==> src/verilog/dsas_pkg.sv <==
/*
  shared constants and types of the delta-sigma adc sequencer:
  register offsets, field positions, reset values, modes, states.
  assumes a 32-bit axi4-lite register bus and one core clock.
*/
package dsas_pkg;

  // register byte offsets
  localparam logic [7:0] DSAS_OFS_CTRL     = 8'h00;
  localparam logic [7:0] DSAS_OFS_CFG      = 8'h04;
  localparam logic [7:0] DSAS_OFS_MUX      = 8'h08;
  localparam logic [7:0] DSAS_OFS_STATUS   = 8'h0c;
  localparam logic [7:0] DSAS_OFS_RESULT   = 8'h10;
  localparam logic [7:0] DSAS_OFS_IRQ_STAT = 8'h14;
  localparam logic [7:0] DSAS_OFS_IRQ_EN   = 8'h18;
  localparam logic [7:0] DSAS_OFS_IRQ_CLR  = 8'h1c;

  // control register fields
  localparam int DSAS_CTRL_START = 0;
  localparam int DSAS_CTRL_MODE  = 1;
  localparam int DSAS_CTRL_STOP  = 3;

  // status register fields
  localparam int DSAS_ST_DONE  = 0;
  localparam int DSAS_ST_BUSY  = 1;
  localparam int DSAS_ST_PRIME = 2;
  localparam int DSAS_ST_HOLD  = 3;

  // interrupt event bits
  localparam int DSAS_EV_DONE = 0;
  localparam int DSAS_EV_OVR  = 1;

  // reset values
  localparam logic [1:0] DSAS_MODE_RST = 2'h0;
  localparam logic [3:0] DSAS_RES_RST  = 4'hc;
  localparam logic [3:0] DSAS_MUX_RST  = 4'h0;

  // conversions that only prime the decimator before a result
  localparam logic [1:0] DSAS_PRIME_CNT = 2'h3;

  // axi responses
  localparam logic [1:0] DSAS_RESP_OKAY   = 2'h0;
  localparam logic [1:0] DSAS_RESP_SLVERR = 2'h2;

  typedef enum logic [1:0] {
    DSAS_M_SINGLE = 2'h0,
    DSAS_M_MULTI  = 2'h1,
    DSAS_M_CONT   = 2'h2,
    DSAS_M_TURBO  = 2'h3
  } dsas_mode_e;

  typedef enum logic [2:0] {
    DSAS_S_IDLE = 3'b001,
    DSAS_S_RUN  = 3'b010,
    DSAS_S_HOLD = 3'b100
  } dsas_state_e;

  typedef struct packed {
    dsas_mode_e mode;
    logic [3:0] res;
  } dsas_cfg_s;

endpackage

==> src/verilog/dsas_decim.sv <==
/*
  decimator: counts modulator ones over each conversion period and
  sums the four most recent period counts into one result.
  assumes period_end marks the last modulator sample of a period.
*/
`timescale 1ns/1ps
module dsas_decim
  import dsas_pkg::*;
#(
  parameter int RES_MAX = 12
) (
  // clock and reset
  input  wire logic               clk,
  input  wire logic               rst,
  // control
  input  wire logic               clear,
  input  wire logic               period_end,
  input  wire logic [3:0]         res,
  // modulator stream
  input  wire logic               mod_bit,
  // result
  output logic      [RES_MAX-1:0] result,
  output logic                    result_stb
);

  localparam int AW = RES_MAX - 1;
  localparam int SW = RES_MAX + 1;

  logic [AW-1:0] acc_reg;
  logic [AW-1:0] win_reg [3];
  logic [AW-1:0] fin;
  logic [SW-1:0] total;
  logic [SW-1:0] full;

  always_comb begin
    fin   = acc_reg + AW'(mod_bit);
    total = SW'(win_reg[0]) + SW'(win_reg[1]) + SW'(win_reg[2]) + SW'(fin);
    full  = (SW'(1) << res) - SW'(1);
  end

  always_ff @(posedge clk or posedge rst) begin
    if (rst) begin
      acc_reg <= '0;
    end else if (clear || period_end) begin
      acc_reg <= '0;
    end else begin
      acc_reg <= fin;
    end
  end

  // window of four period counts, so each result sees four samples
  always_ff @(posedge clk or posedge rst) begin
    if (rst) begin
      win_reg    <= '{default: '0};
      result     <= '0;
      result_stb <= 1'b0;
    end else begin
      result_stb <= period_end && !clear;
      if (clear) begin
        win_reg <= '{default: '0};
      end else if (period_end) begin
        win_reg[2] <= win_reg[1];
        win_reg[1] <= win_reg[0];
        win_reg[0] <= fin;
        // saturate: full scale has one count more than the code range
        result <= (total > full) ? full[RES_MAX-1:0]
                                 : total[RES_MAX-1:0];
      end
    end
  end

endmodule

==> src/verilog/dsas_top.sv <==
/*
  delta-sigma adc sequencer: trigger handling, single, multi,
  continuous and turbo sequences, priming, done flag, axi4-lite
  registers and interrupt.
  assumes the modulator bit and trigger pin are asynchronous and the
  modulator is clocked at the core clock rate.
*/
// Implementation choices: the address map and the AXI4-Lite interface to the registers.
`timescale 1ns/1ps
// Operation
// - every mode starts on a start-bit write or a trigger input.
// - completion sets status bit and done output until result read.
// - single mode waits idle in standby until triggered.
// - single mode runs four conversions; three prime, fourth gives result.
// - single mode returns to standby after result is read.
// - continuous mode gives first result after three priming periods.
// - continuous mode gives a new result every period, untriggered.
// - multi mode resets converter and re-primes decimator between samples.
// - multi mode starts next sample automatically after each one.
// - after mux change, data invalid until fourth following sample.
// - each result depends on the four latest period samples.
// - 12-bit results supported; lower resolutions run faster.
// - done output rises at every result, not at priming ends, also continuous.
// - trigger is optional in continuous mode; may be tied low.
module dsas_top
  import dsas_pkg::*;
#(
  parameter int RES_MAX = 12,
  parameter int RES_MIN = 8
) (
  // clock and reset
  input  wire logic        CORE_CLK,
  input  wire logic        RST,
  // axi4-lite write address and data
  input  wire logic        AWVALID,
  output logic             AWREADY,
  input  wire logic [7:0]  AWADDR,
  input  wire logic [2:0]  AWPROT,
  input  wire logic        WVALID,
  output logic             WREADY,
  input  wire logic [31:0] WDATA,
  input  wire logic [3:0]  WSTRB,
  // axi4-lite write response
  output logic             BVALID,
  input  wire logic        BREADY,
  output logic [1:0]       BRESP,
  // axi4-lite read
  input  wire logic        ARVALID,
  output logic             ARREADY,
  input  wire logic [7:0]  ARADDR,
  input  wire logic [2:0]  ARPROT,
  output logic             RVALID,
  input  wire logic        RREADY,
  output logic [31:0]      RDATA,
  output logic [1:0]       RRESP,
  // converter side
  input  wire logic        MOD_BIT,
  input  wire logic        SOC,
  output logic             CONV_RST,
  output logic [3:0]       MUX_SEL,
  // completion
  output logic             EOC,
  output logic             IRQ
);

  initial begin
    if (RES_MAX < RES_MIN || RES_MIN < 3 || RES_MAX > 15)
      $error("dsas_top: unsupported resolution range");
  end

  dsas_state_e         state_reg;
  dsas_cfg_s           cfg_reg;
  logic [3:0]          mux_reg;
  logic [1:0]          conv_cnt_reg;
  logic [RES_MAX-3:0]  per_cnt_reg;
  logic                reprime_reg;
  logic [RES_MAX-1:0]  data_reg;
  logic                done_reg;
  logic [1:0]          irq_stat_reg;
  logic [1:0]          irq_en_reg;
  logic                irq_reg;
  logic                conv_rst_reg;
  logic [2:0]          soc_sync_reg;
  logic [1:0]          mod_sync_reg;
  logic                aw_have_reg;
  logic                w_have_reg;
  logic [7:0]          aw_addr_reg;
  logic [31:0]         w_data_reg;
  logic [3:0]          w_strb_reg;
  logic                awready_reg;
  logic                wready_reg;
  logic                bvalid_reg;
  logic [1:0]          bresp_reg;
  logic                arready_reg;
  logic                rvalid_reg;
  logic [31:0]         rdata_reg;
  logic [1:0]          rresp_reg;

  logic                wr_do;
  logic                wr_lo;
  logic                rd_do;
  logic                rd_result;
  logic                start_wr;
  logic                stop_wr;
  logic                mux_wr;
  logic                soc_rise;
  logic                trig;
  logic                running;
  logic                period_end;
  logic                dec_clear;
  logic [RES_MAX-3:0]  per_last;
  logic [RES_MAX-1:0]  dec_result;
  logic                dec_stb;
  logic                result_ev;
  logic                done_set;

  // register bus decode
  always_comb begin
    wr_do     = aw_have_reg && w_have_reg && !bvalid_reg;
    wr_lo     = wr_do && w_strb_reg[0];
    rd_do     = ARVALID && arready_reg;
    rd_result = rd_do && ARADDR == DSAS_OFS_RESULT;
    start_wr  = wr_lo && aw_addr_reg == DSAS_OFS_CTRL
                && w_data_reg[DSAS_CTRL_START];
    stop_wr   = wr_lo && aw_addr_reg == DSAS_OFS_CTRL
                && w_data_reg[DSAS_CTRL_STOP];
    mux_wr    = wr_lo && aw_addr_reg == DSAS_OFS_MUX
                && w_data_reg[3:0] != mux_reg;
  end

  // pins pass two flops before use; third flop only for the edge
  always_ff @(posedge CORE_CLK or posedge RST) begin
    if (RST) begin
      soc_sync_reg <= '0;
      mod_sync_reg <= '0;
    end else begin
      soc_sync_reg <= {soc_sync_reg[1:0], SOC};
      mod_sync_reg <= {mod_sync_reg[0], MOD_BIT};
    end
  end

  // an unconnected trigger tied low simply never fires
  always_comb begin
    soc_rise   = soc_sync_reg[1] && !soc_sync_reg[2];
    trig       = start_wr || soc_rise;
    running    = state_reg == DSAS_S_RUN;
    per_last   = (RES_MAX-2)'((RES_MAX-2)'(1) << (cfg_reg.res - 4'h2))
                 - (RES_MAX-2)'(1);
    period_end = running && !reprime_reg && per_cnt_reg == per_last;
    dec_clear  = !running || reprime_reg;
    result_ev  = dec_stb && running && conv_cnt_reg == DSAS_PRIME_CNT
                 && !mux_wr;
    done_set   = result_ev;
  end

  // sequencer
  always_ff @(posedge CORE_CLK or posedge RST) begin
    if (RST) begin
      state_reg    <= DSAS_S_IDLE;
      conv_cnt_reg <= '0;
      reprime_reg  <= 1'b0;
      data_reg     <= '0;
    end else begin
      reprime_reg <= 1'b0;
      unique case (state_reg)
        DSAS_S_IDLE: begin
          // standby: nothing runs until a trigger
          conv_cnt_reg <= '0;
          if (trig && !stop_wr) begin
            state_reg <= DSAS_S_RUN;
          end
        end
        DSAS_S_RUN: begin
          // triggers are not looked at here
          if (stop_wr) begin
            state_reg <= DSAS_S_IDLE;
          end else if (mux_wr) begin
            conv_cnt_reg <= '0;
          end else if (dec_stb) begin
            if (conv_cnt_reg != DSAS_PRIME_CNT) begin
              conv_cnt_reg <= conv_cnt_reg + 2'h1;
            end else begin
              data_reg <= dec_result;
              unique case (cfg_reg.mode)
                DSAS_M_SINGLE: state_reg <= DSAS_S_HOLD;
                DSAS_M_CONT:   conv_cnt_reg <= DSAS_PRIME_CNT;
                DSAS_M_MULTI, DSAS_M_TURBO: begin
                  // clean start per sample, no old history
                  conv_cnt_reg <= '0;
                  reprime_reg  <= 1'b1;
                end
              endcase
            end
          end
        end
        DSAS_S_HOLD: begin
          if (rd_result || stop_wr) begin
            state_reg <= DSAS_S_IDLE;
          end
        end
      endcase
    end
  end

  // conversion period timer; at a 10 mhz core clock the 12-bit rate is
  // far below the fast modulator rate, trading speed for one clock
  always_ff @(posedge CORE_CLK or posedge RST) begin
    if (RST) begin
      per_cnt_reg <= '0;
    end else if (dec_clear || period_end) begin
      per_cnt_reg <= '0;
    end else begin
      per_cnt_reg <= per_cnt_reg + (RES_MAX-2)'(1);
    end
  end

  always_ff @(posedge CORE_CLK or posedge RST) begin
    if (RST) begin
      conv_rst_reg <= 1'b1;
    end else begin
      conv_rst_reg <= dec_clear;
    end
  end

  dsas_decim #(
    .RES_MAX    (RES_MAX)
  ) u_decim (
    .clk        (CORE_CLK),
    .rst        (RST),
    .clear      (dec_clear),
    .period_end (period_end),
    .res        (cfg_reg.res),
    .mod_bit    (mod_sync_reg[1]),
    .result     (dec_result),
    .result_stb (dec_stb)
  );

  // done flag: a new result wins over a read in the same cycle
  always_ff @(posedge CORE_CLK or posedge RST) begin
    if (RST) begin
      done_reg <= 1'b0;
    end else if (done_set) begin
      done_reg <= 1'b1;
    end else if (rd_result) begin
      done_reg <= 1'b0;
    end
  end

  // sticky events, write-one clear loses to a new event
  always_ff @(posedge CORE_CLK or posedge RST) begin
    if (RST) begin
      irq_stat_reg <= '0;
      irq_reg      <= 1'b0;
    end else begin
      for (int i = 0; i < 2; i++) begin
        if ((i == DSAS_EV_DONE && done_set)
            || (i == DSAS_EV_OVR && done_set && done_reg && !rd_result)) begin
          irq_stat_reg[i] <= 1'b1;
        end else if (wr_lo && aw_addr_reg == DSAS_OFS_IRQ_CLR
                     && w_data_reg[i]) begin
          irq_stat_reg[i] <= 1'b0;
        end
      end
      irq_reg <= |(irq_stat_reg & irq_en_reg);
    end
  end

  // software-written configuration
  always_ff @(posedge CORE_CLK or posedge RST) begin
    if (RST) begin
      cfg_reg.mode <= dsas_mode_e'(DSAS_MODE_RST);
      cfg_reg.res  <= DSAS_RES_RST;
      mux_reg      <= DSAS_MUX_RST;
      irq_en_reg   <= '0;
    end else if (wr_lo) begin
      unique case (aw_addr_reg)
        DSAS_OFS_CTRL:
          cfg_reg.mode <= dsas_mode_e'(w_data_reg[DSAS_CTRL_MODE +: 2]);
        DSAS_OFS_CFG:
          if (w_data_reg[3:0] >= 4'(RES_MIN)
              && w_data_reg[3:0] <= 4'(RES_MAX)) begin
            cfg_reg.res <= w_data_reg[3:0];
          end
        DSAS_OFS_MUX:    mux_reg    <= w_data_reg[3:0];
        DSAS_OFS_IRQ_EN: irq_en_reg <= w_data_reg[1:0];
        default: ;
      endcase
    end
  end

  // axi write channels, taken in either order
  always_ff @(posedge CORE_CLK or posedge RST) begin
    if (RST) begin
      aw_have_reg <= 1'b0;
      w_have_reg  <= 1'b0;
      awready_reg <= 1'b0;
      wready_reg  <= 1'b0;
      aw_addr_reg <= '0;
      w_data_reg  <= '0;
      w_strb_reg  <= '0;
      bvalid_reg  <= 1'b0;
      bresp_reg   <= DSAS_RESP_OKAY;
    end else begin
      if (AWVALID && awready_reg) begin
        aw_have_reg <= 1'b1;
        aw_addr_reg <= AWADDR;
        awready_reg <= 1'b0;
      end else if (wr_do) begin
        aw_have_reg <= 1'b0;
      end else if (!aw_have_reg && !bvalid_reg) begin
        awready_reg <= 1'b1;
      end
      if (WVALID && wready_reg) begin
        w_have_reg <= 1'b1;
        w_data_reg <= WDATA;
        w_strb_reg <= WSTRB;
        wready_reg <= 1'b0;
      end else if (wr_do) begin
        w_have_reg <= 1'b0;
      end else if (!w_have_reg && !bvalid_reg) begin
        wready_reg <= 1'b1;
      end
      if (wr_do) begin
        bvalid_reg <= 1'b1;
        bresp_reg  <= (aw_addr_reg[1:0] != 2'h0
                       || aw_addr_reg > DSAS_OFS_IRQ_CLR
                       || aw_addr_reg == DSAS_OFS_STATUS
                       || aw_addr_reg == DSAS_OFS_RESULT
                       || aw_addr_reg == DSAS_OFS_IRQ_STAT)
                      ? DSAS_RESP_SLVERR : DSAS_RESP_OKAY;
      end else if (BVALID && BREADY) begin
        bvalid_reg <= 1'b0;
      end
    end
  end

  // axi read channel; reading the result is what the done flag waits on
  always_ff @(posedge CORE_CLK or posedge RST) begin
    if (RST) begin
      arready_reg <= 1'b0;
      rvalid_reg  <= 1'b0;
      rdata_reg   <= '0;
      rresp_reg   <= DSAS_RESP_OKAY;
    end else begin
      if (rd_do) begin
        arready_reg <= 1'b0;
        rvalid_reg  <= 1'b1;
        rresp_reg   <= DSAS_RESP_OKAY;
        unique case (ARADDR)
          DSAS_OFS_CTRL:
            rdata_reg <= 32'(cfg_reg.mode) << DSAS_CTRL_MODE;
          DSAS_OFS_CFG:      rdata_reg <= 32'(cfg_reg.res);
          DSAS_OFS_MUX:      rdata_reg <= 32'(mux_reg);
          DSAS_OFS_STATUS: begin
            rdata_reg <= '0;
            rdata_reg[DSAS_ST_DONE]  <= done_reg;
            rdata_reg[DSAS_ST_BUSY]  <= state_reg != DSAS_S_IDLE;
            rdata_reg[DSAS_ST_PRIME] <= running
                                        && conv_cnt_reg != DSAS_PRIME_CNT;
            rdata_reg[DSAS_ST_HOLD]  <= state_reg == DSAS_S_HOLD;
          end
          DSAS_OFS_RESULT:   rdata_reg <= 32'(data_reg);
          DSAS_OFS_IRQ_STAT: rdata_reg <= 32'(irq_stat_reg);
          DSAS_OFS_IRQ_EN:   rdata_reg <= 32'(irq_en_reg);
          DSAS_OFS_IRQ_CLR:  rdata_reg <= '0;
          default: begin
            rdata_reg <= '0;
            rresp_reg <= DSAS_RESP_SLVERR;
          end
        endcase
      end else if (RVALID && RREADY) begin
        rvalid_reg <= 1'b0;
      end else if (!rvalid_reg) begin
        arready_reg <= 1'b1;
      end
    end
  end

  // outputs straight from flops
  always_comb begin
    AWREADY  = awready_reg;
    WREADY   = wready_reg;
    BVALID   = bvalid_reg;
    BRESP    = bresp_reg;
    ARREADY  = arready_reg;
    RVALID   = rvalid_reg;
    RDATA    = rdata_reg;
    RRESP    = rresp_reg;
    CONV_RST = conv_rst_reg;
    MUX_SEL  = mux_reg;
    EOC      = done_reg;
    IRQ      = irq_reg;
  end

endmodule

==> config.mk <==
export PLATFORM = sky130hd
export DESIGN_NAME = dsas_top
export DESIGN_NICKNAME = d
export VERILOG_FILES = /design/src/verilog/dsas_pkg.sv /design/src/verilog/dsas_decim.sv /design/src/verilog/dsas_top.sv
export SDC_FILE = /design/constraint.sdc
export NUM_CORES = 1
export LEC_CHECK = 0
export BUFFER_PORTS_ARGS = -buffer_cell sky130_fd_sc_hd__buf_2
export CAP_MARGIN = 20
export CORE_MARGIN = 3
export CORE_UTILIZATION = 63
export CTS_CLUSTER_SIZE = 20
export DETAILED_ROUTE_END_ITERATION = 10
export PLACE_DENSITY = 0.88
export SKIP_LAST_GASP = 1
export SLEW_MARGIN = 25
export SYNTH_ARGS = -nofsm -noshare
export SYNTH_HDL_FRONTEND = slang
export SYNTH_SLANG_ARGS = --single-unit
==> constraint.sdc <==
create_clock -name CORE_CLK -period 10.1 [get_ports CORE_CLK]
set_input_delay 0.505 -clock CORE_CLK [delete_from_list [all_inputs] [get_ports CORE_CLK]]
set_output_delay 0.505 -clock CORE_CLK [all_outputs]
set_load 0.03 [all_outputs]
---- Yosys cells after proc, flatten, opt, wreduce, memory -nomap -nowiden ----
Cells that the tools add are included.
operators by class
  add/subtract/negate cells ............... 9
  $lt $le $gt $ge ......................... 4
  eq/ne operators ......................... 38
  shifts and indexed selects .............. 2
  multiplexer cells ....................... 50
  bitwise gates (word level) .............. 5
  reduce and logical (&&, ||, !) cells .... 78
operators with widths
  cell                                                 number
  one-hot mux 12 bit (7 select lines)                  1
  2-to-1 mux 33 bit                                    2
  equality test 8 x 5 -> 1 bit, second input constant  8
  equality test 8 x 4 -> 1 bit, second input constant  4
  logical AND 1 bit                                    31
  2-to-1 mux 1 bit                                     28
  adder 13 x 11 -> 13 bit                              2
  nonzero test 2 bit                                   12
  2-to-1 mux 3 bit                                     7
  equality test 8 x 3 -> 1 bit, second input constant  2
  zero test 8 bit                                      2
  AND reduction 2 bit                                  7
  > comparator 13 bit                                  1
  << shifter 1 x 4 -> 13 bit, first input constant     1
  subtractor 13 x 2 -> 13 bit, second input constant   1
  adder 11 x 11 -> 12 bit                              1
  2-to-1 mux 12 bit                                    1
  2-to-1 mux 2 bit                                     6
  adder 11 x 1 -> 11 bit                               1
  2-to-1 mux 11 bit                                    1
  adder 10 x 1 -> 10 bit, second input constant        1
  equality test 10 bit                                 1
  zero test 1 bit                                      10
  2-to-1 mux 10 bit                                    1
  other kinds (31)                                     54
word-level totals
  register bits after elaboration ......... 163
  bits of input ports ..................... 67
  output and inout bits ................... 48
  logic and storage cells ................. 221

---- Logic depth before layout (Yosys ltp) ----
Gate-level depths: netlist (run 1).
  depth in word-level cells ............... 10
  depth in mapped cells ................... 24
  mapped depth without buffers ............ 23

---- Modules after synthesis ----
Synthesis (run 1) repeated with hierarchy kept, for this count alone.
unflattened totals
  cells, all modules ...................... 796
  area total of the unflattened synthesis .. 8,166.6 µm²
by module, submodules not included
  module      instances  cells each  area an instance (µm²)  sequential area each (µm²)
  dsas_top    1          382         4,239.1                 2,107.0
  dsas_decim  1          414         3,927.5                 1,426.4

---- Worst setup path before layout (run 1) ----
OpenSTA, ideal clock, no wires.
  kind .................................... reg2reg
  start ................................... register u_decim.win_reg[11] (netlist name)
  end ..................................... register u_decim.result[0]
  setup time .............................. 0.127 ns
  arrival ................................. 5.826 ns
  data required time ...................... 9.973 ns
  path slack .............................. 4.147 ns
  stages on the path, launching flop included .. 25
  path buffers ............................ 1
  period minus slack after synthesis ...... 5.953 ns
  cell sequence ........................... dfrtp_1 > ha_1 > fa_1 > a21o_1 > a21oi_1 > o21bai_1 > a2111oi_0 > nor2_1 > a211oi_1 > fa_1 > inv_1 > ha_1 > inv_1 > nor3_1 > a311o_1 > nor3_1 > inv_1 > ha_1 > nand4_1 > nor3_1 > o21ai_0 > a22oi_1 > clkbuf_1 > mux2_2 > mux2_1
between the ends
  cells in the longest elaborated chain, start to end .. 5
RTL lines
  item                                    line              text
  start: declaration                      dsas_decim.sv:30  logic [AW-1:0] win_reg [3];
  adder 11 x 11 -> 12 bit *               dsas_decim.sv:37  total = SW'(win_reg[0]) + SW'(win_reg[1]) + SW'(win_reg[2]) + SW'(fin);
  adder 13 x 11 -> 13 bit * (2 in a row)  dsas_decim.sv:37
  > comparator 13 bit                     dsas_decim.sv:66  result <= (total > full) ? full[RES_MAX-1:0]
  2-to-1 mux 12 bit *                     dsas_decim.sv:66
  end signal: assignment                  dsas_decim.sv:66
  end: declaration                        dsas_decim.sv:22  output logic [RES_MAX-1:0] result,
Every way passes the cells marked *; elsewhere a longest branch is shown, timed or not.
A chain may end at the register's enable or synchronous reset.

---- Worst setup path after layout (run 1) ----
Ends and elaborated chain as after synthesis.

==> results of run 1 <==
## critical path: stages (launching register included)
cell and delay, ns:
sky130_fd_sc_hd__dfrtp_1 0.41, sky130_fd_sc_hd__ha_1 0.24, sky130_fd_sc_hd__fa_1 0.43, sky130_fd_sc_hd__a21o_1 0.23
sky130_fd_sc_hd__a21oi_1 0.24, sky130_fd_sc_hd__o21bai_1 0.12, sky130_fd_sc_hd__a2111oi_0 0.76, sky130_fd_sc_hd__nor2_1 0.18
sky130_fd_sc_hd__xor2_1 0.21, sky130_fd_sc_hd__fa_1 0.44, sky130_fd_sc_hd__ha_1 0.38, sky130_fd_sc_hd__a21o_1 0.21
sky130_fd_sc_hd__a21oi_1 0.23, sky130_fd_sc_hd__o221ai_1 0.16, sky130_fd_sc_hd__nor3_1 0.25, sky130_fd_sc_hd__inv_1 0.08
sky130_fd_sc_hd__ha_1 0.34, sky130_fd_sc_hd__nand4_1 0.11, sky130_fd_sc_hd__nor3_1 0.26, sky130_fd_sc_hd__o21ai_0 0.13
sky130_fd_sc_hd__a22oi_1 0.21, sky130_fd_sc_hd__buf_4 0.27, sky130_fd_sc_hd__mux2_2 0.38, sky130_fd_sc_hd__mux2_1 0.31
## metal layers
metal	track usage [%]	vias to the layer above
met2	43.3	229
met3	5.05	49
met5	0	-
li1	-	2832
met1	31.9	3016
met4	11.4	0
## power breakdown
| part | switching [mW] | internal [mW] | total, mW |
|---|---|---|---|
| combinational | 0.306 | 0.232 | 0.537 |
| clock | 0.242 | 0.365 | 0.607 |
| sequential | 0.0898 | 0.638 | 0.728 |
## kinds of logic (layout without fill, tap and decap cells)
family / count (synthesis) / count (layout)
buffers and inverters: 102 / 143
xor gates and xnor gates: 45 / 45
adders and majority gates: 55 / 55
muxes: 64 / 64
DFF: 141 / 141
AOI/OAI and AO/OA: 183 / 183
other: 1 / 22
and+or+nand+nor: 183 / 183
## cells in the final DEF (no fill, tap or decap), types with 5 or more instances in the layout
cell type / synthesis / final
sky130_fd_sc_hd__nor3_1: 12 / 11
sky130_fd_sc_hd__or2_2: 5 / 5
sky130_fd_sc_hd__nand3_1: 21 / 21
sky130_fd_sc_hd__nor2b_1: 7 / 7
sky130_fd_sc_hd__a22o_1: 43 / 43
sky130_fd_sc_hd__o21ai_0: 34 / 34
sky130_fd_sc_hd__nand2_1: 37 / 37
sky130_fd_sc_hd__a21o_1: 17 / 17
sky130_fd_sc_hd__a21boi_0: 9 / 9
sky130_fd_sc_hd__xnor2_1: 26 / 26
sky130_fd_sc_hd__nand2b_1: 9 / 9
sky130_fd_sc_hd__and3_1: 6 / 6
sky130_fd_sc_hd__fa_1: 13 / 13
sky130_fd_sc_hd__dfrtp_1: 137 / 137
sky130_fd_sc_hd__mux2_1: 5 / 5
sky130_fd_sc_hd__a21oi_1: 35 / 35
sky130_fd_sc_hd__inv_1: 52 / 51
sky130_fd_sc_hd__conb_1: 1 / 22
sky130_fd_sc_hd__nor2_1: 32 / 32
sky130_fd_sc_hd__mux2i_1: 16 / 16
sky130_fd_sc_hd__clkbuf_16: 0 / 17
sky130_fd_sc_hd__and2_1: 24 / 24
sky130_fd_sc_hd__and4_1: 6 / 6
sky130_fd_sc_hd__nand4_1: 7 / 7
sky130_fd_sc_hd__ha_1: 42 / 42
sky130_fd_sc_hd__mux2_2: 42 / 42
sky130_fd_sc_hd__xor2_1: 18 / 18
sky130_fd_sc_hd__buf_2: 4 / 55
## how the worst max path moves through the flow
| stage | start | depth (start not counted) | endpoint | slack (ns) |
|---|---|---|---|---|
| after floorplan | u_decim.win_reg[11]$_DFFE_PP0P_ | 24 | u_decim.result[0]$_DFFE_PP0P_ | 4.15 |
| after global placement | u_decim.win_reg[11]$_DFFE_PP0P_ | 23 | u_decim.result[0]$_DFFE_PP0P_ | 3.86 |
| after detailed placement | u_decim.win_reg[11]$_DFFE_PP0P_ | 23 | u_decim.result[0]$_DFFE_PP0P_ | 3.70 |
| after CTS | u_decim.win_reg[11]$_DFFE_PP0P_ | 23 | u_decim.result[0]$_DFFE_PP0P_ | 3.42 |
| after global routing | u_decim.win_reg[11]$_DFFE_PP0P_ | 23 | u_decim.result[0]$_DFFE_PP0P_ | 2.89 |
| final | u_decim.win_reg[11]$_DFFE_PP0P_ | 23 | u_decim.result[0]$_DFFE_PP0P_ | 3.39 |
## final cells by class
| type | instances | area, sq um |
|---|---|---|
| clock inverter | 12 | 136 |
| clock buffer | 20 | 437 |
| tap | 172 | 215 |
| sequential | 141 | 3530 |
| multi-input combinational | 552 | 4280 |
| inverter | 52 | 200 |
| timing repair buffer | 59 | 305 |
| fill | 862 | 3570 |
## stage by stage
stage	cell area (sq um)	total power, mW	utilization [%]	hold WS, ns	setup slack, ns
final	9100	1.87	71.8	0.181	3.39
after global routing	9100	1.97	71.8	0.172	2.89
after CTS	9100	1.88	71.8	0.161	3.42
after detailed placement	8530	1.26	67.3	0.336	3.70
after global placement	8530	1.22	67.3	0.336	3.86
after floorplan	8290	1.13	-	0.331	4.15
==> flow_metrics.tcl, run 1 <==
set metrics [dict create \
    status "completed" \
    routed_wl_mm 17.4 \
    vias_in_the_first_global_route 6191 \
    pin_count_of_the_biggest_net_entering_global_routing 86 \
    critical_path_peak_fanout 12 \
    via_count 6126 \
    final-setup-viol-count 0 \
    core_region_area_sq_um 12700 \
    postSynth.topFlopCell "sky130_fd_sc_hd__dfrtp_1" \
    power.static_leakage_nw 4.59 \
    endpoint_kind "register" \
    num-nets-final 945 \
    number_of_setup_buffers_added_after_cts 0 \
    drt-vias-per-instance 6.08 \
    syn-cell-area_sq_um 8220 \
    synth-seq-area-share_pct 43.0 \
    ant_nets 0 \
    cts.hold.buffers_added 0 \
    maxClockFrequency_mhz 149 \
    cts_max_path_buffers 2 \
    multiplexer_share_of_the_synthesized_area_pct 8.67 \
    min_delay_worst_endpoint "mod_sync_reg[0]$_DFF_PP0_" \
    final_hold_fails 0 \
    combinational_family_with_the_most_area_after_synthesis "compound AO/OA/AOI/OAI gates" \
    r2r_setup_slack_ns 3.39 \
    r2r-end "u_decim.result[0]$_DFFE_PP0P_" \
    ys_top_cells_by_count "sky130_fd_sc_hd__dfrtp_1, sky130_fd_sc_hd__inv_1, sky130_fd_sc_hd__a22o_1" \
    boundaryPins 115 \
    metal2_wl_mm 8.75 \
    hold_path_start "MOD_BIT" \
    last_weighted_congestion_value_of_the_routability_driven_placer 0.888 \
    grt_pass1_wl_mm 29.4 \
    unrepaired_setup_endpoints_after_global_routing "no" \
    port-buffer-count 55 \
    total_neg_setup_slack_ns 0 \
    yosys.cell_types.count 66 \
    cts_buffers 17 \
    max_cap_violations 0 \
    detail_route.iter0.violations 539 \
    syn_area_per_cell_sq_um 10.6 \
    worst_max_slew_pin_slew_ns 0.807 \
    dp_hpwl_mm 12.2 \
    highest_layer "met4" \
    synthMostInstantiatedCell "sky130_fd_sc_hd__dfrtp_1" \
    netlist.top_cell.by_area "sky130_fd_sc_hd__dfrtp_1" \
    slew_violations 0 \
    worst_hold_path.num_cells 1 \
    clock_input_transition_at_the_sequential_cells_of_the_worst_setup_and_hold_paths_ns 0.06 \
    routed_wire_length_per_instance_um 17.3 \
    worst_ep_required_time_ns 10.41 \
    grt_use_total_pct 25.5 \
    timing.final.crit_period_ns 6.71 \
    cts.sinks 141 \
    proportion_of_register_bits_with_asynchronous_set_or_reset_after_synthesis_pct 100 \
    largest_reg_flops 33 \
    r2r_cells 23 \
    synth.ff_latch_count 141 \
    floorplan.die.height_um 120 \
    final_layout_size_suffix_gt1_share_pct 17.7 \
    met3RoutedLength_um 994 \
    grt_antenna_before_repair 0 \
    post_synth_main_area_contributors "sky130_fd_sc_hd__dfrtp_1, sky130_fd_sc_hd__ha_1, sky130_fd_sc_hd__mux2_2, sky130_fd_sc_hd__a22o_1, sky130_fd_sc_hd__fa_1" \
    cts-resized-gates 0 \
    crit_arrival_ns 7.02 \
    netlist_instances 774 \
    clk-insertion-delay-late_ns 0.43 \
    wirelength_met1_mm 7.18 \
    grt-ovfl-total 0 \
    start_util_pct 64.8 \
    min_path_type "input pin to register" \
    post-place-cells 976 \
    die-area_sq_um 14400 \
    reg2reg_from "u_decim.win_reg[11]$_DFFE_PP0P_" \
    areaGrowthSynthToFinish_pct 10.8 \
    tritoncts "built" \
    die_width_um 120 \
    peakVddDrop_mv 0.122 \
    insertedDiodeCount 0 \
    synth_fa_ha_area_share_pct 9.56 \
    synth_enable_flop_cells 0 \
    worst_slew_margin_rel_pct 44.8 \
    placement_rows 41 \
    synth_compound_gate_area_share_pct 15.8 \
    drt_pass1_iterations 5 \
    synth_largest_type_area_fraction_pct 41.7 \
    pwr_density_cell_nw_per_um2 206 \
    cts-htree-levels 4 \
    worstSetupStartpointType "register" \
    detail_route.drc_violations 0 \
    xor_and_xnor_fraction_of_the_mapped_netlist_area_pct 5.03 \
    root_buffer "sky130_fd_sc_hd__clkbuf_16" \
    period_utilization_pct 66.5 \
    fin_worst_skew_ns 0.00951 \
    synth_simple_gate_area_share_pct 11.9 \
    final_cells 1008 \
    ys_warn_count 0 \
    critical_path_class "register to register" \
]
No activity file was read; power rests on OpenSTA's default activity.
==> run 2: changes to the inputs <==
Settings changed: CORE_UTILIZATION 63 to 58, PLACE_DENSITY 0.88 to 0.83.
Clock period 10.1 ns to 6.2 ns, I/O delays scaled along.
==> run 2 against run 1 <==
Count of clock-buffer cells in the layout up 3; clock power up 71%; flip-flop and latch count unchanged; register-to-register slack worse by 3.0 ns; via count down 0.23%; utilization down 3.6 points; design area up 1.6%; global-route usage down 2.1 points; clock skew about the same; highest routed layer unchanged.
==> flow_metrics.tcl, run 2 (synthesis results as in run 1) <==
set metrics [dict create \
    worst_max_slew_pin_slew_ns 0.746 \
    gr-max-usage-layer "met2" \
    crit_chain "ha_1 > fa_1 > a21o_1 > a21oi_2 > o21bai_1 > a2111oi_2 > buf_4 > nor2_1 > xor2_1 > fa_1 > ha_4 > a21o_1 > a21oi_1 > o221ai_1 > nor3_2 > inv_1 > ha_1 > nand4_1 > nor3_2 > o21ai_0 > a22oi_1 > buf_4 > mux2_2 > mux2_1" \
    clock_input_transition_at_the_sequential_cells_of_the_worst_setup_and_hold_paths_ns 0.06 \
    grt-ovfl-total 0 \
    port-buffer-count 55 \
    layout.core_utilization_pct 68.2 \
    min_path_type "input pin to register" \
    drt_pass1_iterations 5 \
    worstSetupStartpointType "register" \
    floorplan.die.height_um 125 \
    layout_common_cells "sky130_fd_sc_hd__dfrtp_1, sky130_fd_sc_hd__buf_2, sky130_fd_sc_hd__inv_1, sky130_fd_sc_hd__a22o_1, sky130_fd_sc_hd__mux2_2" \
    status "completed" \
    fin_worst_skew_ns 0.00989 \
    grt_use_total_pct 23.5 \
    clk-insertion-delay-late_ns 0.42 \
    max_cap_violations 0 \
    peakVddDrop_mv 0.193 \
    worst_ep_required_time_ns 6.50 \
    last_weighted_congestion_value_of_the_routability_driven_placer 0.911 \
    grt_antenna_before_repair 0 \
    met3_usage_grt_pct 4.65 \
    unrepaired_setup_endpoints_after_global_routing "no" \
    die_width_um 125 \
    drt-vias-per-instance 6.00 \
    total_neg_setup_slack_ns 0 \
    boundaryPins 115 \
    pwr_density_cell_nw_per_um2 339 \
    endpoint_kind "register" \
    grt_pass1_wl_mm 30.6 \
    cp_slowest_cell "sky130_fd_sc_hd__fa_1" \
    via_count 6112 \
    detail_route.iter0.violations 411 \
    critical_path_class "register to register" \
    ant_nets 0 \
    pin_count_of_the_biggest_net_entering_global_routing 85 \
    slew_violations 0 \
    final_common_cell "sky130_fd_sc_hd__dfrtp_1" \
    routed_wl_mm 17.7 \
    grt_util_met1_pct 30.0 \
    cts_buffers 17 \
    crit_arrival_ns 6.16 \
    areaGrowthSynthToFinish_pct 12.6 \
    start_util_pct 60.6 \
    period_utilization_pct 94.5 \
    timing.final.crit_period_ns 5.86 \
    largest_reg_flops 33 \
    core_region_area_sq_um 13600 \
    routed_wire_length_per_instance_um 17.4 \
    placement_rows 42 \
    timing.critical_path.slowest_cell_delay_ns 0.54 \
    power.static_leakage_nw 4.65 \
    worst_slew_margin_rel_pct 50.2 \
    cts-htree-levels 4 \
    insertedDiodeCount 0 \
    cts.sinks 141 \
    use_met2_pct 39.8 \
    dp_hpwl_mm 12.7 \
    final_hold_fails 0 \
    root_buffer "sky130_fd_sc_hd__clkbuf_16" \
    vias_in_the_first_global_route 6372 \
    final_layout_size_suffix_gt1_share_pct 19.0 \
    critical_path_peak_fanout 6 \
    detail_route.drc_violations 0 \
    final-setup-viol-count 0 \
    num-nets-final 952 \
    maxClockFrequency_mhz 171 \
    tritoncts "built" \
    cts_max_path_buffers 2 \
    die-area_sq_um 15600 \
]
==> run 2: cell types whose count changed in the layout (fill, tap and decap cells not counted), sizes merged <==
cell / before / now
inv: 55 / 53
clkinvlp: 3 / 2
buf: 59 / 63
dlygate4sd3: 0 / 3
bufinv: 2 / 3
clkbuf: 20 / 23
clkinv: 4 / 3
==> run 2: power breakdown <==
group | switching (mW) | total [mW] | leakage (nW) | internal, mW
Clock | 0.383 | 1.04 | 0.288 | 0.656
Sequential | 0.146 | 1.19 | 1.86 | 1.04
Combinational | 0.500 | 0.913 | 2.50 | 0.413
Total | 1.03 | 3.14 | 4.65 | 2.11
==> run 2: critical path, delay by kind of cell (launching register included) <==
family	cells	cell delay, ns
AND/OR/NAND/NOR	4	0.58
XOR/XNOR	1	0.17
buffers and inverters	3	0.43
adder cells (fa/ha/maj)	5	1.78
flip-flops	1	0.40
multiplexers	2	0.64
AO/OA/AOI/OAI	9	1.72
==> run 2: layer usage <==
metal  up-vias  routed length, um  part of all wire (%)
met3        25                826                   4.7
met2       199               9050                    51
met1      3055               7560                    43
met5         -                  0                     0
met4         0                301                   1.7
li1       2833                  -                     -
==> run 2: final cells by class <==
type | count | area [sq um]
Multi-Input combinational cell | 552 | 4330
Fill cell | 978 | 4310
Sequential cell | 141 | 3530
Clock buffer | 23 | 468
Timing Repair Buffer | 66 | 369
Tap cell | 176 | 220
Inverter | 52 | 200
Clock inverter | 9 | 136
==> run 2: per-stage QoR <==
step / instances / hold slack, ns / area (sq um) / power [mW] / setup WS (ns)
2_1_floorplan: 795 / 0.331 / 8290 / 1.84 / 0.247
3_3_place_gp: 983 / 0.333 / 8550 / 2.01 / 0.267
3_5_place_dp: 983 / 0.350 / 8560 / 2.07 / 0.111
4_1_cts: 1018 / 0.0753 / 9190 / 3.12 / 0.0325
5_1_grt: 1019 / 0.0847 / 9250 / 3.31 / 0.0325
6_report: 1019 / 0.0858 / 9250 / 3.14 / 0.342
==> run 2: final timing paths <==
| kind | startpoint | to | slack (ns) | cells after the start |
|---|---|---|---|---|
| min in group asynchronous | RST | u_decim.win_reg[25]$_DFFE_PP0P_ | 0.48 | 3 |
| max | u_decim.win_reg[11]$_DFFE_PP0P_ | u_decim.result[0]$_DFFE_PP0P_ | 0.34 | 24 |
| min | RREADY | RVALID$_DFFE_PP0P_ | 0.09 | 2 |
| max reg2reg | u_decim.win_reg[11]$_DFFE_PP0P_ | u_decim.result[0]$_DFFE_PP0P_ | 0.34 | 24 |
| max in group asynchronous | RST | aw_addr_reg[5]$_DFFE_PP0P_ | 4.57 | 4 |
| min reg2reg | mod_sync_reg[0]$_DFF_PP0_ | mod_sync_reg[1]$_DFF_PP0_ | 0.36 | 0 |
==> run 2: repair_timing <==
item / CTS / global route
endpoints found under the setup margin: 0 / 12
gates resized for setup: 0 / 11
endpoints found under the hold margin: 58 / 0
setup buffers: 0 / 1
hold buffers: 3 / 0
==> run 3: changes to the inputs <==
Settings changed: CORE_UTILIZATION 58 to 60, CTS_BUF_LIST set to sky130_fd_sc_hd__clkbuf_2 sky130_fd_sc_hd__clkbuf_4 sky130_fd_sc_hd__clkbuf_8, PLACE_DENSITY 0.83 to 0.85, SLEW_MARGIN 25 to 20.
==> run 3 against run 2 <==
Critical path depth unchanged; die area down 3.2%; sequential share of layout area increased by 0.60 points; critical path type unchanged; highest routed layer unchanged.
==> flow_metrics.tcl, run 3 (synthesis results as in run 1) <==
set metrics [dict create \
    seqCellArea_sq_um 3530 \
    cts.sinks 141 \
    clock_input_transition_at_the_sequential_cells_of_the_worst_setup_and_hold_paths_ns 0.08 \
    worst_max_slew_pin_slew_ns 0.849 \
    routed_wire_length_per_instance_um 15.6 \
    power.static_leakage_nw 4.60 \
    final_layout_size_suffix_gt1_share_pct 19.5 \
    worst_slew_margin_rel_pct 43.4 \
    detail_route.iter0.violations 324 \
    grt-ovfl-total 0 \
    grt_use_total_pct 22.2 \
    grt_pass1_wl_mm 26.7 \
    routed_wl_mm 15.9 \
    final-setup-viol-count 0 \
    drt_pass1_iterations 5 \
    worstSetupStartpointType "register" \
    detailedPlace.worstSlack_ns 0.0970 \
    cts_buffers 17 \
    boundaryPins 115 \
    max_cap_violations 0 \
    areaGrowthSynthToFinish_pct 10.9 \
    crit_chain "ha_1 > fa_1 > a21o_1 > a21oi_2 > o21bai_1 > a2111oi_2 > buf_4 > nor2_1 > xor2_1 > fa_1 > ha_2 > a21o_1 > a21oi_2 > o221ai_1 > nor3_2 > inv_1 > ha_1 > nand4_1 > nor3_2 > o21ai_0 > a22oi_1 > buf_4 > mux2_2 > mux2_2" \
    r2r_cells 24 \
    clk-insertion-delay-late_ns 0.46 \
    root_buffer "sky130_fd_sc_hd__clkbuf_8" \
    layout_common_cells "sky130_fd_sc_hd__dfrtp_1, sky130_fd_sc_hd__buf_2, sky130_fd_sc_hd__inv_1, sky130_fd_sc_hd__a22o_1, sky130_fd_sc_hd__mux2_2" \
    via_count 5956 \
    worst_ep_required_time_ns 6.53 \
    cts-htree-levels 4 \
    crit_arrival_ns 6.06 \
    vias_in_the_first_global_route 5643 \
    placement_rows 42 \
    layout_setup_ws_ns 0.472 \
    die-area_sq_um 15100 \
    ant_nets 0 \
    last_weighted_congestion_value_of_the_routability_driven_placer 0.908 \
    unrepaired_setup_endpoints_after_global_routing "no" \
    multi_input_gate_area_sq_um 4310 \
    critical_path_class "register to register" \
    drt-vias-per-instance 5.83 \
    endpoint_kind "register" \
    worst_hold_path.num_cells 2 \
    tritoncts "built" \
    cp_slowest_cell "sky130_fd_sc_hd__fa_1" \
    pwr_density_cell_nw_per_um2 323 \
    critical_path_peak_fanout 6 \
    num-nets-final 954 \
    largest_reg_flops 33 \
    timing.final.crit_period_ns 5.73 \
    slew_violations 0 \
    die_width_um 123 \
    timing.critical_path.slowest_cell_delay_ns 0.51 \
    min_path_type "input pin to register" \
    period_utilization_pct 92.4 \
    final_hold_fails 0 \
    cts_max_path_buffers 2 \
    pin_count_of_the_biggest_net_entering_global_routing 73 \
    insertedDiodeCount 0 \
    grt_antenna_before_repair 0 \
    port-buffer-count 55 \
    final_common_cell "sky130_fd_sc_hd__dfrtp_1" \
    fillCellCount 987 \
    status "completed" \
    total_neg_setup_slack_ns 0 \
    dp_hpwl_mm 11.4 \
    start_util_pct 61.8 \
    maxClockFrequency_mhz 175 \
    peakVddDrop_mv 0.229 \
    core_region_area_sq_um 13300 \
    detail_route.drc_violations 0 \
    fin_worst_skew_ns 0.0177 \
    floorplan.die.height_um 123 \
]
[run 3: changes by cell type in the layout (fill, tap and decap cells not counted), moves of 2 or more]
cell | previous run | this run
sky130_fd_sc_hd__buf_4 | 7 | 10
sky130_fd_sc_hd__clkbuf_1 | 4 | 0
sky130_fd_sc_hd__clkbuf_16 | 17 | 0
sky130_fd_sc_hd__clkbuf_8 | 2 | 22
sky130_fd_sc_hd__clkinv_2 | 1 | 3
[run 3: final timing paths]
path | startpoint | to | slack, ns
max | u_decim.win_reg[11]$_DFFE_PP0P_ | u_decim.result[7]$_DFFE_PP0P_ | 0.47
min | RREADY | RVALID$_DFFE_PP0P_ | 0.03
max reg2reg | u_decim.win_reg[11]$_DFFE_PP0P_ | u_decim.result[7]$_DFFE_PP0P_ | 0.47
min reg2reg | soc_sync_reg[0]$_DFF_PP0_ | soc_sync_reg[1]$_DFF_PP0_ | 0.35
max in group asynchronous | RST | data_reg[11]$_DFFE_PP0P_ | 4.40
min in group asynchronous | RST | mod_sync_reg[0]$_DFF_PP0_ | 0.50
[run 3: where the power goes]
part | switching, mW | internal, mW | total [mW]
clock | 0.348 | 0.491 | 0.839
sequential | 0.142 | 1.04 | 1.18
combinational | 0.484 | 0.440 | 0.924
total | 0.974 | 1.97 | 2.94
[run 3: critical path: cells and delay by family, from the launching register on]
kind / cells / cell delay, ns
fa+ha+maj: 5 / 1.81
compound gates: 9 / 1.60
mux: 2 / 0.61
simple gates: 4 / 0.54
buf+inv: 3 / 0.42
flops: 1 / 0.41
xor+xnor: 1 / 0.18
[run 3: cell type report]
class,count,area share (%)
Timing Repair Buffer,68,4.18
Inverter,52,2.20
Clock inverter,10,1.74
Clock buffer,22,3.32
Tap cell,176,2.42
Sequential cell,141,38.8
Multi-Input combinational cell,552,47.4
[run 3: metrics by stage]
step / power, mW / hold WS, ns / instance area (sq um) / cells / utilization (%)
2_1_floorplan: 1.84 / 0.331 / 8290 / 795 / -
3_3_place_gp: 2.03 / 0.333 / 8560 / 984 / 64.4
3_5_place_dp: 2.07 / 0.336 / 8560 / 984 / 64.4
4_1_cts: 2.91 / 0.00226 / 9050 / 1019 / 68.1
5_1_grt: 3.11 / 0.0127 / 9110 / 1021 / 68.5
6_report: 2.94 / 0.0322 / 9110 / 1021 / 68.5
[run 3: timing repair]
item                       in CTS  in global routing
buffers inserted                0                  2
hold endpoints to repair       71                  0
resized for setup               0                 10
hold buffers                    3                  0
setup endpoints to repair       0                 12
[run 3: layer usage]
| metal | up-vias | part of all wire, % | wire, um | GRT usage [%] |
|---|---|---|---|---|
| li1 | 2844 | - | - | - |
| met5 | - | 0 | 0 | 0 |
| met2 | 158 | 48 | 7640 | 34.7 |
| met4 | 0 | 1.7 | 268 | 7.34 |
| met3 | 29 | 5.1 | 804 | 5.12 |
| met1 | 2925 | 45 | 7210 | 30.8 |
